[config.mk]
export PLATFORM = sky130hd
export DESIGN_NAME = pra_priority_agent
export DESIGN_NICKNAME = d
export VERILOG_FILES = /design/src/logic/pra_pkg.sv /design/src/logic/pra_priority_agent.sv
export SDC_FILE = /design/constraint.sdc
export NUM_CORES = 1
export LEC_CHECK = 0
export ABC_AREA = 1
export BUFFER_PORTS_ARGS = -buffer_cell sky130_fd_sc_hd__buf_4
export CORE_MARGIN = 4
export CORE_UTILIZATION = 40
export CTS_CLUSTER_SIZE = 24
export DETAILED_ROUTE_END_ITERATION = 12
export PLACE_DENSITY_LB_ADDON = 0.05
export SLEW_MARGIN = 20
export SYNTH_ARGS = -nofsm -noshare
export SYNTH_HDL_FRONTEND = slang
export SYNTH_SLANG_ARGS = --single-unit
[constraint.sdc]
create_clock -name clk_sys -period 1.62 [get_ports clk_sys]
set_clock_uncertainty 0.1 [all_clocks]
set_input_delay 0.081 -clock clk_sys [delete_from_list [all_inputs] [get_ports clk_sys]]
set_output_delay 0.081 -clock clk_sys [all_outputs]
set_load 0.05 [all_outputs]
[src/logic/pra_pkg.sv]
// Purpose: Constants and types for the priority agent request controller
// Assumes: 32-bit AXI4-Lite register port, 10 MHz bus clock
// Notes: Offsets are byte addresses of aligned words
package pra_pkg;
  // ----------------------------------------
  // Register offsets
  // ----------------------------------------
  localparam logic [7:0] PRA_OFS_CTRL = 8'h00;
  localparam logic [7:0] PRA_OFS_ADDR = 8'h04;
  localparam logic [7:0] PRA_OFS_CMD = 8'h08;
  localparam logic [7:0] PRA_OFS_ATTR = 8'h0c;
  localparam logic [7:0] PRA_OFS_GO = 8'h10;
  localparam logic [7:0] PRA_OFS_STATUS = 8'h14;
  // ----------------------------------------
  // Field positions
  // ----------------------------------------
  localparam int PRA_CTRL_HOLD = 0;
  localparam int PRA_CTRL_LOCK = 1;
  localparam int PRA_CTRL_ADDRESS_ERROR_N_EN = 2;
  localparam int PRA_CTRL_WIDTH = 3;
  localparam int PRA_CMD_ADDR_HI = 0;
  localparam int PRA_CMD_A = 4;
  localparam int PRA_CMD_B = 9;
  localparam int PRA_ATTR_ATTR = 0;
  localparam int PRA_ATTR_DID = 8;
  localparam int PRA_ATTR_BE = 16;
  localparam int PRA_ATTR_EXF = 24;
  localparam int PRA_ST_PENDING = 0;
  localparam int PRA_ST_OWN = 1;
  localparam int PRA_ST_PRIO = 2;
  localparam int PRA_ST_RCOUNT = 3;
  localparam int PRA_ST_SCOUNT = 7;
  localparam int PRA_ST_ADDRESS_ERROR_N = 11;
  localparam logic [31:0] PRA_RESET_WORD = 32'h0000_0000;
  // ----------------------------------------
  // Bus answers
  // ----------------------------------------
  localparam logic [1:0] PRA_RESP_OKAY = 2'h0;
  localparam logic [1:0] PRA_RESP_SLVERR = 2'h2;
  // ----------------------------------------
  // Timing in bus clocks, queue depth in entries
  // ----------------------------------------
  localparam logic [2:0] PRA_INIT_HOLD = 3'h4;
  localparam logic [2:0] PRA_ADDRESS_ERROR_N_HOLD = 3'h4;
  localparam logic [2:0] PRA_LOCK_REARM = 3'h2;
  localparam logic [2:0] PRA_MIN_IDLE = 3'h2;
  localparam logic [2:0] PRA_LAT_FULL = 3'h4;
  localparam logic [2:0] PRA_LAT_SAME = 3'h2;
  localparam logic [2:0] PRA_LAT_NEXT = 3'h3;
  localparam logic [3:0] PRA_IOQ_DEPTH = 4'h8;
  // ----------------------------------------
  // State types
  // ----------------------------------------
  typedef enum {PRA_ARB_IDLE, PRA_ARB_WAIT, PRA_ARB_OWN} pra_arb_t;
  typedef enum {PRA_PH_IDLE, PRA_PH_A, PRA_PH_B, PRA_PH_GAP} pra_phase_t;
endpackage : pra_pkg

[src/logic/pra_priority_agent.sv]
// Purpose: Priority agent that arbitrates for and drives request phases
// Assumes: Bus pins synchronous to clk_sys, bus wire resolved outside
// Notes: Software orders requests through AXI4-Lite registers
`timescale 1ns/1ns
module pra_priority_agent
  import pra_pkg::*;
(
  // Clock and reset
  input wire logic clk_sys,
  input wire logic reset_n,
  // AXI4-Lite write
  input wire logic [7:0] awaddr,
  input wire logic awvalid,
  output logic awready,
  input wire logic [31:0] wdata,
  input wire logic [3:0] wstrb,
  input wire logic wvalid,
  output logic wready,
  output logic [1:0] bresp,
  output logic bvalid,
  input wire logic bready,
  // AXI4-Lite read
  input wire logic [7:0] araddr,
  input wire logic arvalid,
  output logic arready,
  output logic [31:0] rdata,
  output logic [1:0] rresp,
  output logic rvalid,
  input wire logic rready,
  // Bus observation
  input wire logic busReset_n,
  input wire logic bus_init_n,
  input wire logic address_error_n,
  input wire logic addressStrobeIn_n,
  input wire logic busLockIn_n,
  // Request stall and completion
  input wire logic stallFree,
  input wire logic stallThrottled,
  input wire logic responseDone,
  input wire logic snoopDone,
  // Priority request
  output logic priority_bus_request_n,
  // Strobe and lock drive
  output logic addressStrobeOut_n,
  output logic addressStrobeOe_n,
  output logic busLockOut_n,
  output logic busLockOe_n,
  // Request group drive
  output logic requestOe_n,
  output logic [35:3] address_lines,
  output logic [4:0] request_command_a,
  output logic [4:0] request_command_b,
  output logic [7:0] attribute_field,
  output logic [7:0] deferred_id_field,
  output logic [7:0] byte_enables_n,
  output logic [4:0] extended_function_field,
  output logic [1:0] address_parity_n,
  output logic request_parity_n
);
  // ----------------------------------------
  // Declarations
  // ----------------------------------------
  logic awHave_q, awHave_d, wHave_q, wHave_d, bvalid_q, bvalid_d;
  logic [7:0] awAddr_q, awAddr_d;
  logic [31:0] wData_q, wData_d;
  logic [3:0] wStrb_q, wStrb_d;
  logic [1:0] bresp_q, bresp_d, rresp_q, rresp_d;
  logic rvalid_q, rvalid_d;
  logic [31:0] rdata_q, rdata_d;
  logic [PRA_CTRL_WIDTH-1:0] ctrl_q, ctrl_d;
  logic [31:0] addrReg_q, addrReg_d, cmdReg_q, cmdReg_d, attrReg_q, attrReg_d;
  logic pending_q, pending_d, aerrFlag_q, aerrFlag_d;
  pra_arb_t arb_q, arb_d;
  pra_phase_t phase_q, phase_d;
  logic prioReq_q, prioReq_d, forceReq_q, forceReq_d;
  logic [2:0] holdCnt_q, holdCnt_d, arbCnt_q, arbCnt_d;
  logic lockedIssued_q, lockedIssued_d, lockedSecond_q, lockedSecond_d;
  logic throttleUsed_q, throttleUsed_d, adsSeen_q, adsSeen_d;
  logic [3:0] reqCount_q, reqCount_d, snpCount_q, snpCount_d;
  logic lockDrive_q, lockDrive_d;
  logic [74:0] reqOut_q, reqOut_d;
  logic doWrite, resetCond, aerrEvent, holdOk, fastOk, stallOk, issue;
  logic [31:0] status;
  logic [2:0] target;

  // Byte lane merge
  function automatic logic [31:0] praMerge(input logic [31:0] old, input logic [31:0] data,
                                           input logic [3:0] strb);
    logic [31:0] res;
    res = old;
    for (int i = 0; i < 4; i++) begin
      if (strb[i]) begin
        res[i*8 +: 8] = data[i*8 +: 8];
      end
    end
    return res;
  endfunction : praMerge

  // ----------------------------------------
  // Bus slave handshake
  // ----------------------------------------
  assign awready = !awHave_q && !bvalid_q;
  assign wready = !wHave_q && !bvalid_q;
  assign arready = !rvalid_q;
  assign bvalid = bvalid_q;
  assign bresp = bresp_q;
  assign rvalid = rvalid_q;
  assign rdata = rdata_q;
  assign rresp = rresp_q;
  assign doWrite = awHave_q && wHave_q && !bvalid_q;

  assign status = {20'h00000, aerrFlag_q, snpCount_q, reqCount_q, prioReq_q,
                   arb_q == PRA_ARB_OWN, pending_q};

  always_comb begin
    awHave_d = awHave_q;
    awAddr_d = awAddr_q;
    wHave_d = wHave_q;
    wData_d = wData_q;
    wStrb_d = wStrb_q;
    bvalid_d = bvalid_q;
    bresp_d = bresp_q;
    rvalid_d = rvalid_q;
    rdata_d = rdata_q;
    rresp_d = rresp_q;
    if (awvalid && awready) begin
      awHave_d = 1'b1;
      awAddr_d = awaddr;
    end
    if (wvalid && wready) begin
      wHave_d = 1'b1;
      wData_d = wdata;
      wStrb_d = wstrb;
    end
    if (doWrite) begin
      awHave_d = 1'b0;
      wHave_d = 1'b0;
      bvalid_d = 1'b1;
      bresp_d = (awAddr_q[1:0] == 2'h0 && awAddr_q <= PRA_OFS_STATUS) ?
                PRA_RESP_OKAY : PRA_RESP_SLVERR;
    end else if (bvalid_q && bready) begin
      bvalid_d = 1'b0;
    end
    if (arvalid && arready) begin
      rvalid_d = 1'b1;
      rresp_d = PRA_RESP_OKAY;
      case (araddr)
        PRA_OFS_CTRL: rdata_d = {29'h0, ctrl_q};
        PRA_OFS_ADDR: rdata_d = addrReg_q;
        PRA_OFS_CMD: rdata_d = cmdReg_q;
        PRA_OFS_ATTR: rdata_d = attrReg_q;
        PRA_OFS_GO: rdata_d = {31'h0, pending_q};
        PRA_OFS_STATUS: rdata_d = status;
        default: begin
          rdata_d = 32'h0;
          rresp_d = PRA_RESP_SLVERR;
        end
      endcase
    end else if (rvalid_q && rready) begin
      rvalid_d = 1'b0;
    end
  end

  always_ff @(posedge clk_sys or negedge reset_n) begin
    if (!reset_n) begin
      awHave_q <= 1'b0;
      awAddr_q <= 8'h00;
      wHave_q <= 1'b0;
      wData_q <= 32'h0;
      wStrb_q <= 4'h0;
      bvalid_q <= 1'b0;
      bresp_q <= PRA_RESP_OKAY;
      rvalid_q <= 1'b0;
      rdata_q <= 32'h0;
      rresp_q <= PRA_RESP_OKAY;
    end else begin
      awHave_q <= awHave_d;
      awAddr_q <= awAddr_d;
      wHave_q <= wHave_d;
      wData_q <= wData_d;
      wStrb_q <= wStrb_d;
      bvalid_q <= bvalid_d;
      bresp_q <= bresp_d;
      rvalid_q <= rvalid_d;
      rdata_q <= rdata_d;
      rresp_q <= rresp_d;
    end
  end

  // ----------------------------------------
  // Registers
  // ----------------------------------------
  always_comb begin
    logic [31:0] merged;
    merged = praMerge(32'h0, wData_q, wStrb_q);
    ctrl_d = ctrl_q;
    addrReg_d = addrReg_q;
    cmdReg_d = cmdReg_q;
    attrReg_d = attrReg_q;
    pending_d = pending_q;
    aerrFlag_d = aerrFlag_q;
    if (doWrite) begin
      case (awAddr_q)
        PRA_OFS_CTRL: ctrl_d = wStrb_q[0] ? wData_q[PRA_CTRL_WIDTH-1:0] : ctrl_q;
        PRA_OFS_ADDR: addrReg_d = praMerge(addrReg_q, wData_q, wStrb_q) & 32'hffff_fff8;
        PRA_OFS_CMD: cmdReg_d = praMerge(cmdReg_q, wData_q, wStrb_q) & 32'h0000_3fff;
        PRA_OFS_ATTR: attrReg_d = praMerge(attrReg_q, wData_q, wStrb_q) & 32'h1fff_ffff;
        PRA_OFS_GO: pending_d = pending_q | merged[0];
        PRA_OFS_STATUS: aerrFlag_d = aerrFlag_q & ~merged[PRA_ST_ADDRESS_ERROR_N];
        default: pending_d = pending_q;
      endcase
    end
    if (issue || aerrEvent) begin
      pending_d = 1'b0;
    end
    if (aerrEvent) begin
      aerrFlag_d = 1'b1;
    end
  end

  always_ff @(posedge clk_sys or negedge reset_n) begin
    if (!reset_n) begin
      ctrl_q <= 3'h0;
      addrReg_q <= PRA_RESET_WORD;
      cmdReg_q <= PRA_RESET_WORD;
      attrReg_q <= PRA_RESET_WORD;
      pending_q <= 1'b0;
      aerrFlag_q <= 1'b0;
    end else begin
      ctrl_q <= ctrl_d;
      addrReg_q <= addrReg_d;
      cmdReg_q <= cmdReg_d;
      attrReg_q <= attrReg_d;
      pending_q <= pending_d;
      aerrFlag_q <= aerrFlag_d;
    end
  end

  // ----------------------------------------
  // Arbitration
  // ----------------------------------------
  assign resetCond = !busReset_n || !bus_init_n;
  assign aerrEvent = ctrl_q[PRA_CTRL_ADDRESS_ERROR_N_EN] && !address_error_n;
  assign holdOk = holdCnt_q <= 3'h1;
  assign fastOk = !addressStrobeIn_n && busLockIn_n;
  assign stallOk = stallFree || (stallThrottled && !throttleUsed_q);
  // Issue holds off while a strobe is seen on the bus, now or the clock before
  assign issue = arb_q == PRA_ARB_OWN && phase_q == PRA_PH_IDLE && pending_q &&
                 reqCount_q < PRA_IOQ_DEPTH && stallOk && addressStrobeIn_n && !adsSeen_q &&
                 !resetCond && !aerrEvent;

  always_comb begin
    arb_d = arb_q;
    prioReq_d = prioReq_q;
    forceReq_d = forceReq_q;
    holdCnt_d = (holdCnt_q != 3'h0) ? holdCnt_q - 3'h1 : 3'h0;
    arbCnt_d = arbCnt_q;
    target = PRA_LAT_FULL;
    if (arbCnt_q == 3'h0 && fastOk) begin
      target = PRA_LAT_SAME;
    end else if (arbCnt_q == 3'h1 && fastOk) begin
      target = PRA_LAT_NEXT;
    end
    if (resetCond) begin
      prioReq_d = 1'b0;
      forceReq_d = 1'b0;
      arb_d = PRA_ARB_IDLE;
      holdCnt_d = PRA_INIT_HOLD;
    end else if (aerrEvent) begin
      prioReq_d = 1'b0;
      arb_d = PRA_ARB_IDLE;
      forceReq_d = lockedSecond_q;
      holdCnt_d = lockedSecond_q ? PRA_LOCK_REARM : PRA_ADDRESS_ERROR_N_HOLD;
    end else begin
      case (arb_q)
        PRA_ARB_IDLE: begin
          if (holdOk && (pending_q || forceReq_q)) begin
            prioReq_d = 1'b1;
            forceReq_d = 1'b0;
            arbCnt_d = 3'h0;
            arb_d = PRA_ARB_WAIT;
          end
        end
        PRA_ARB_WAIT: begin
          if (!busLockIn_n) begin
            arbCnt_d = 3'h0;
          end else if (arbCnt_q == target - PRA_LAT_SAME) begin
            arb_d = PRA_ARB_OWN;
          end else begin
            arbCnt_d = arbCnt_q + 3'h1;
          end
        end
        PRA_ARB_OWN: begin
          if (!pending_q && !ctrl_q[PRA_CTRL_HOLD] && !lockedIssued_q) begin
            prioReq_d = 1'b0;
            holdCnt_d = PRA_MIN_IDLE;
            arb_d = PRA_ARB_IDLE;
          end
        end
        default: arb_d = PRA_ARB_IDLE;
      endcase
    end
  end

  always_ff @(posedge clk_sys or negedge reset_n) begin
    if (!reset_n) begin
      arb_q <= PRA_ARB_IDLE;
      prioReq_q <= 1'b0;
      forceReq_q <= 1'b0;
      holdCnt_q <= PRA_INIT_HOLD;
      arbCnt_q <= 3'h0;
    end else begin
      arb_q <= arb_d;
      prioReq_q <= prioReq_d;
      forceReq_q <= forceReq_d;
      holdCnt_q <= holdCnt_d;
      arbCnt_q <= arbCnt_d;
    end
  end

  assign priority_bus_request_n = !prioReq_q;

  // ----------------------------------------
  // Request phase and tracking
  // ----------------------------------------
  always_comb begin
    phase_d = phase_q;
    adsSeen_d = !addressStrobeIn_n;
    lockedIssued_d = lockedIssued_q && ctrl_q[PRA_CTRL_LOCK];
    lockedSecond_d = lockedSecond_q && ctrl_q[PRA_CTRL_LOCK];
    throttleUsed_d = throttleUsed_q && stallThrottled && !stallFree;
    lockDrive_d = lockDrive_q && ctrl_q[PRA_CTRL_LOCK] && !resetCond;
    reqOut_d = reqOut_q;
    reqCount_d = reqCount_q;
    snpCount_d = snpCount_q;
    case (phase_q)
      PRA_PH_IDLE: begin
        if (issue) begin
          phase_d = PRA_PH_A;
          reqOut_d = {cmdReg_q[PRA_CMD_ADDR_HI +: 4], addrReg_q[31:3],
                      cmdReg_q[PRA_CMD_A +: 5], cmdReg_q[PRA_CMD_B +: 5],
                      attrReg_q[PRA_ATTR_ATTR +: 8], attrReg_q[PRA_ATTR_DID +: 8],
                      attrReg_q[PRA_ATTR_BE +: 8], attrReg_q[PRA_ATTR_EXF +: 5],
                      ~^{cmdReg_q[PRA_CMD_ADDR_HI +: 4], addrReg_q[31:24]}, ~^addrReg_q[23:3],
                      ~^{cmdReg_q[PRA_CMD_A +: 5], cmdReg_q[PRA_CMD_B +: 5]}};
          lockDrive_d = ctrl_q[PRA_CTRL_LOCK];
          lockedIssued_d = ctrl_q[PRA_CTRL_LOCK];
          lockedSecond_d = ctrl_q[PRA_CTRL_LOCK] && lockedIssued_q;
          throttleUsed_d = !stallFree;
        end
      end
      PRA_PH_A: phase_d = PRA_PH_B;
      PRA_PH_B: phase_d = PRA_PH_GAP;
      PRA_PH_GAP: phase_d = PRA_PH_IDLE;
      default: phase_d = PRA_PH_IDLE;
    endcase
    if (adsSeen_q && reqCount_q < PRA_IOQ_DEPTH) begin
      reqCount_d = reqCount_d + 4'h1;
    end
    if (adsSeen_q) begin
      snpCount_d = snpCount_d + 4'h1;
    end
    if ((responseDone || aerrEvent) && reqCount_d != 4'h0) begin
      reqCount_d = reqCount_d - 4'h1;
    end
    if ((snoopDone || aerrEvent) && snpCount_d != 4'h0) begin
      snpCount_d = snpCount_d - 4'h1;
    end
    if (resetCond) begin
      phase_d = PRA_PH_IDLE;
      reqCount_d = 4'h0;
      snpCount_d = 4'h0;
    end
  end

  always_ff @(posedge clk_sys or negedge reset_n) begin
    if (!reset_n) begin
      phase_q <= PRA_PH_IDLE;
      adsSeen_q <= 1'b0;
      lockedIssued_q <= 1'b0;
      lockedSecond_q <= 1'b0;
      throttleUsed_q <= 1'b0;
      lockDrive_q <= 1'b0;
      reqOut_q <= 75'h7;
      reqCount_q <= 4'h0;
      snpCount_q <= 4'h0;
    end else begin
      phase_q <= phase_d;
      adsSeen_q <= adsSeen_d;
      lockedIssued_q <= lockedIssued_d;
      lockedSecond_q <= lockedSecond_d;
      throttleUsed_q <= throttleUsed_d;
      lockDrive_q <= lockDrive_d;
      reqOut_q <= reqOut_d;
      reqCount_q <= reqCount_d;
      snpCount_q <= snpCount_d;
    end
  end

  // ----------------------------------------
  // Pin drive
  // ----------------------------------------
  assign addressStrobeOut_n = phase_q != PRA_PH_A;
  assign addressStrobeOe_n = phase_q != PRA_PH_A && phase_q != PRA_PH_B;
  assign requestOe_n = phase_q != PRA_PH_A && phase_q != PRA_PH_B;
  assign busLockOut_n = !(lockDrive_q && phase_q != PRA_PH_IDLE) && !(lockDrive_q &&
                        lockedIssued_q);
  assign busLockOe_n = busLockOut_n;
  assign {address_lines, request_command_a, request_command_b, attribute_field,
          deferred_id_field, byte_enables_n, extended_function_field, address_parity_n,
          request_parity_n} = reqOut_q;
endmodule : pra_priority_agent

Word-level counts from Yosys, hierarchy flattened
Cells that the tools add are included.
{ "classes": {"n_bitwise": 5, "reduce_logical": 109, "eq_ne": 26, "order_cmp": 3, "muxes": 64, "addsub": 7} }
{ "op_table": {"columns": ["operator", "n"], "rows": [
  ["$mux W32", 8],
  ["$pmux W32 S3", 2],
  ["$pmux W32 S6", 1],
  ["$logic_not A32 Y1", 3],
  ["$eq A32 B1 Y1 const B", 2],
  ["$eq A32 B2 Y1 const B", 2],
  ["$logic_and A1 B1 Y1", 39],
  ["$reduce_and A3 Y1", 12],
  ["$mux W3", 11],
  ["$eq A32 B3 Y1 const B", 1],
  ["$eq A8 B4 Y1 const B", 4],
  ["$eq A8 B5 Y1 const B", 4],
  ["$ne A32 B2 Y1 const B", 1],
  ["$ne A32 B3 Y1 const B", 1],
  ["$reduce_bool A32 Y1", 1],
  ["$mux W1", 31],
  ["$mux W4", 7],
  ["$reduce_xnor A21 Y1", 1],
  ["$logic_not A1 Y1", 19],
  ["$reduce_bool A2 Y1", 9],
  ["$eq A8 B3 Y1 const B", 2],
  ["$logic_not A8 Y1", 2],
  ["$ne A4 B4 Y1 const B", 4],
  ["$reduce_bool A4 Y1", 3],
  ["other kinds (28)", 44]
]} }
{ "totals": {"out_inout_bits": 122, "elab_cells": 251, "register_bits": 321, "in_bits": 68} }

Longest topological paths before layout
{ "depth": {"depth_word": 12, "mapped_depth": 13} }

Worst setup path before layout
OpenSTA, ideal clock, no wires.
{ "synth_timing": {"kind": "flip-flop to flip-flop", "start": "register bvalid_q (netlist: bvalid)", "end": "register wData_q[20]", "period_less_slack_ns": 2.476, "slack_ns": -0.856, "required_time_ns": 1.442, "arrival_time_ns": 2.299, "path_stages_with_launch": 6, "setup_ns": 0.078, "path_cell_list": "dfrtp_1 -> nor2_1 -> nand2_1 -> clkbuf_1 -> clkbuf_1 -> a21oi_1"} }
{ "synth_via": {"elab_chain_cells": 3} }
{ "synth_lines": {"columns": ["element", "line_no", "rtl"], "rows": [
  ["start: declaration", "pra_priority_agent.sv:63", "logic awHave_q, awHave_d, wHave_q, wHave_d, bvalid_q, bvalid_d;"],
  ["start signal: assignment", "pra_priority_agent.sv:182", "bvalid_q <= bvalid_d;"],
  ["$logic_not A1 Y1", "pra_priority_agent.sv:103", "assign wready = !wHave_q && !bvalid_q;"],
  ["$logic_and A1 B1 Y1", "pra_priority_agent.sv:103", null],
  ["net wready", "pra_priority_agent.sv:18", "output logic wready,"],
  ["$logic_and A1 B1 Y1", "pra_priority_agent.sv:130", "if (wvalid && wready) begin"],
  ["end signal: assignment", "pra_priority_agent.sv:180", "wData_q <= wData_d;"],
  ["end: declaration", "pra_priority_agent.sv:65", "logic [31:0] wData_q, wData_d;"]
]} }
The timed path passes the listed nets, and every way through them passes these cells.
A chain may end at the register's enable or synchronous reset.

Final worst setup path
{ "layout_timing": {"start": "register awAddr_q[7]", "end": "register addrReg_q[23]"} }
{ "layout_via": {"elab_chain_cells": 2} }
{ "layout_lines": {"columns": ["element", "line_no", "rtl"], "rows": [
  ["start: declaration", "pra_priority_agent.sv:64", "logic [7:0] awAddr_q, awAddr_d;"],
  ["start signal: assignment", "pra_priority_agent.sv:178", "awAddr_q <= awAddr_d;"],
  ["$eq A8 B3 Y1", "pra_priority_agent.sv:203", "case (awAddr_q)"],
  ["$reduce_and A3 Y1 (no line)", null, null],
  ["end signal: assignment", "pra_priority_agent.sv:231", "addrReg_q <= addrReg_d;"],
  ["end: declaration", "pra_priority_agent.sv:71", "logic [31:0] addrReg_q, addrReg_d, cmdReg_q, cmdReg_d, attrReg_q, attrReg_d;"]
]} }
No other way between the ends.

==> results_dict.tcl <==
set metrics [dict create \
    run_status "finished with violations" \
    violations "negative setup slack" \
    synth_area_um2 11500 \
    grt_use_total_pct 23.8 \
    layout_min_cycle_time_ns 1.83 \
    first_pass_iters 6 \
    port_buffers 187 \
    synth_cell_types 43 \
    layout-drive-gt1-share_pct 42.1 \
    grt_max_degree 53 \
    rows 61 \
    swShare_pct 33.4 \
    mostFrequentLayoutCell "buf_4" \
    cts_tree "done" \
    combPwrFrac_pct 29.5 \
    required_ns 1.96 \
    p_int_w 0.0146 \
    power_frac_clock_pct 32.4 \
    clock-root-buffer "clkbuf_16" \
    die_area_um2 31600 \
    wl_per_cell_um 18.2 \
    nFillCells 2347 \
    cp_data_arrival_time_ns 2.17 \
    synthCells 1335 \
    cts_inserted_buffers 30 \
    drc 0 \
    p_leak_nw 8.94 \
    timing.hold.ws_ns 0.0197 \
    seq_power_share_pct 38.1 \
    peakVddDrop_uv 1280 \
    avgSynthCellArea_um2 8.63 \
    ys_warn_count 0 \
    cp_max_fo 8 \
    fin_ws_ns -0.212 \
    final_max_slew_viol_count 0 \
    grt_overflow 0 \
    start_util_pct 41.0 \
    post_drt_via_cell_ratio 4.94 \
    hold_viol_final 0 \
    gp_congestion 0.826 \
    cp-start-kind "register" \
    rsz0062_at_grt "true" \
    placeableCoreArea_um2 28100 \
    min_path_type "primary input to register" \
    cap_violations 0 \
    min_period_over_period_pct 113 \
    grt_first_pass_wirelength_um 59000 \
    dr.first_iter.drc_count 633 \
    htreeDepth 1 \
    syn2layout_area_growth_pct 60.8 \
    clkSinkCount 259 \
    grt_pass1_vias 10600 \
    power_density_nw_per_um2 1180 \
    die_w_um 178 \
    switching_power_w 0.00733 \
    antenna_left 0 \
    final_nets 1814 \
    critPathKind "register to register" \
    io-pin-count 190 \
    max_freq_mhz 546 \
    place_ws_ns -0.192 \
    ys_seq_area_share_pct 56.3 \
    cts_buffer_depth 3 \
    layout_common_cells "buf_4, nand2_1, dfrtp_1, inv_1, nand2_2" \
    ys_ff_latch 259 \
    tns_ns -21.61 \
    wl_um 38800 \
    clk_latency_ns 0.55 \
    die-height_um 178 \
    setup_violations 166 \
    antenna_found_initial 0 \
    hpwl_um 23300 \
    antenna_cells 0 \
    vias 10600 \
    cp-end-kind "register" \
    clk_pin_slew_ns 0.06 \
]
==> power groups by stage <==
stage	Clock, W	Sequential [W]	Combinational, W
6_report	0.00710	0.00834	0.00647
5_1_grt	0.00752	0.00846	0.00713
4_1_cts	0.00723	0.00824	0.00593
3_5_place_dp	0	0.00832	0.00500
3_3_place_gp	0	0.00832	0.00491
2_1_floorplan	0	0.00833	0.00314
==> cell families after synthesis <==
family	after synthesis	synth area share [%]
and+or+nand+nor	585	20.8
DFF	259	56.3
adders and majority gates	11	1.19
xor gates and xnor gates	24	1.83
other	1	0.0326
buffers and inverters	196	6.99
AOI/OAI and AO/OA	252	12.1
muxes	7	0.684
==> routing by layer <==
metal	part of all wire (%)	global-route usage [%]
met5	0	0
met4	2.6	5.12
met3	5.0	3.98
met2	48	39.2
met1	44	33.3
==> final timing paths <==
path | start | end | slack [ns] | depth (start not counted)
max in group asynchronous | reset_n | holdCnt_q[2]$_DFF_PN1_ | 1.00 | 3
setup / recovery | awAddr_q[7]$_DFFE_PN0P_ | addrReg_q[23]$_DFFE_PN0P_ | -0.21 | 9
setup reg to reg | awAddr_q[7]$_DFFE_PN0P_ | addrReg_q[23]$_DFFE_PN0P_ | -0.21 | 9
min in group asynchronous | reset_n | reqOut_q[34]$_DFFE_PN0P_ | 0.07 | 3
hold reg to reg | holdCnt_q[0]$_DFF_PN0_ | holdCnt_q[0]$_DFF_PN0_ | 0.37 | 1
hold / removal | araddr[5] | rdata[0]$_DFFE_PN0P_ | 0.02 | 6
==> cell type report <==
cell class | count | area (µm²) | area share [%]
Tap cell | 378 | 473 | 2.55
Inverter | 146 | 582 | 3.14
Sequential cell | 259 | 6490 | 35.1
Clock buffer | 41 | 872 | 4.71
Timing Repair Buffer | 410 | 4120 | 22.3
Multi-Input combinational cell | 888 | 5790 | 31.2
Clock inverter | 15 | 186 | 1.01
==> cell usage after synthesis, drive strengths merged <==
| master | n | area share [%] |
|---|---|---|
| xor2 | 8 | 0.61 |
| nand3 | 41 | 1.8 |
| o21ai | 159 | 7.6 |
| ha | 11 | 1.2 |
| o32ai | 1 | 0.076 |
| o21a | 1 | 0.065 |
| nor4 | 7 | 0.64 |
| buf | 23 | 1.3 |
| conb | 1 | 0.033 |
| inv | 144 | 4.7 |
| nor2 | 90 | 3.0 |
| a41oi | 1 | 0.076 |
| xnor2 | 16 | 1.2 |
| o31ai | 3 | 0.20 |
| mux2 | 7 | 0.68 |
| nand3b | 1 | 0.065 |
| o22ai | 20 | 1.1 |
| dfrtp | 255 | 55 |
| o21bai | 1 | 0.065 |
| or2 | 4 | 0.24 |
| dfstp | 4 | 0.91 |
| clkinv | 2 | 0.065 |
| clkbuf | 27 | 0.88 |
| nor3 | 8 | 0.45 |
| nand4 | 5 | 0.27 |
| a21oi | 64 | 2.8 |
| a31oi | 2 | 0.11 |
| nand2 | 427 | 14 |
| nor3b | 2 | 0.13 |
==> stage by stage <==
stage	util [%]	instances	area, µm²	power [W]
after floorplan	-	1336	11800	0.0115
after global placement	50.6	1950	14200	0.0132
after detailed placement	50.6	1950	14200	0.0133
after CTS	61.2	2113	17200	0.0214
after global routing	65.9	2137	18500	0.0231
final	65.9	2137	18500	0.0219
==> registers in the layout, summed over array words and instances (netlist names), 2 cells and up <==
| register | cells |
|---|---|
| wData_q | 32 |
| arb_q | 2 |
| awAddr_q | 8 |
| snpCount_q | 4 |
| reqOut_q | 75 |
| ctrl_q | 3 |
| wStrb_q | 4 |
| rdata | 32 |
| attrReg_q | 29 |
| cmdReg_q | 14 |
| addrReg_q | 29 |
| holdCnt_q | 3 |
| phase_q | 2 |
| arbCnt_q | 3 |
| reqCount_q | 4 |
==> critical path, stage by stage (launching register included) <==
cell and delay, ns:
dfrtp_1 0.37, or2_4 0.26, nor2_4 0.11, nand2_4 0.09, nor4_4 0.19, buf_6 0.20, buf_12 0.13, nand2_8 0.09
nand2_1 0.12, o21ai_2 0.06
==> repair_timing <==
item / 4_1_cts / 5_1_grt
hold buffers: 63 / 0
buffers inserted: 27 / 19
cloned: 20 / 7
setup endpoints to repair: 168 / 204
gates resized for setup: 181 / 314
pin swaps: 28 / 59
endpoints found under the hold margin: 347 / 0
Note: power is estimated with default switching activity, not from simulation.
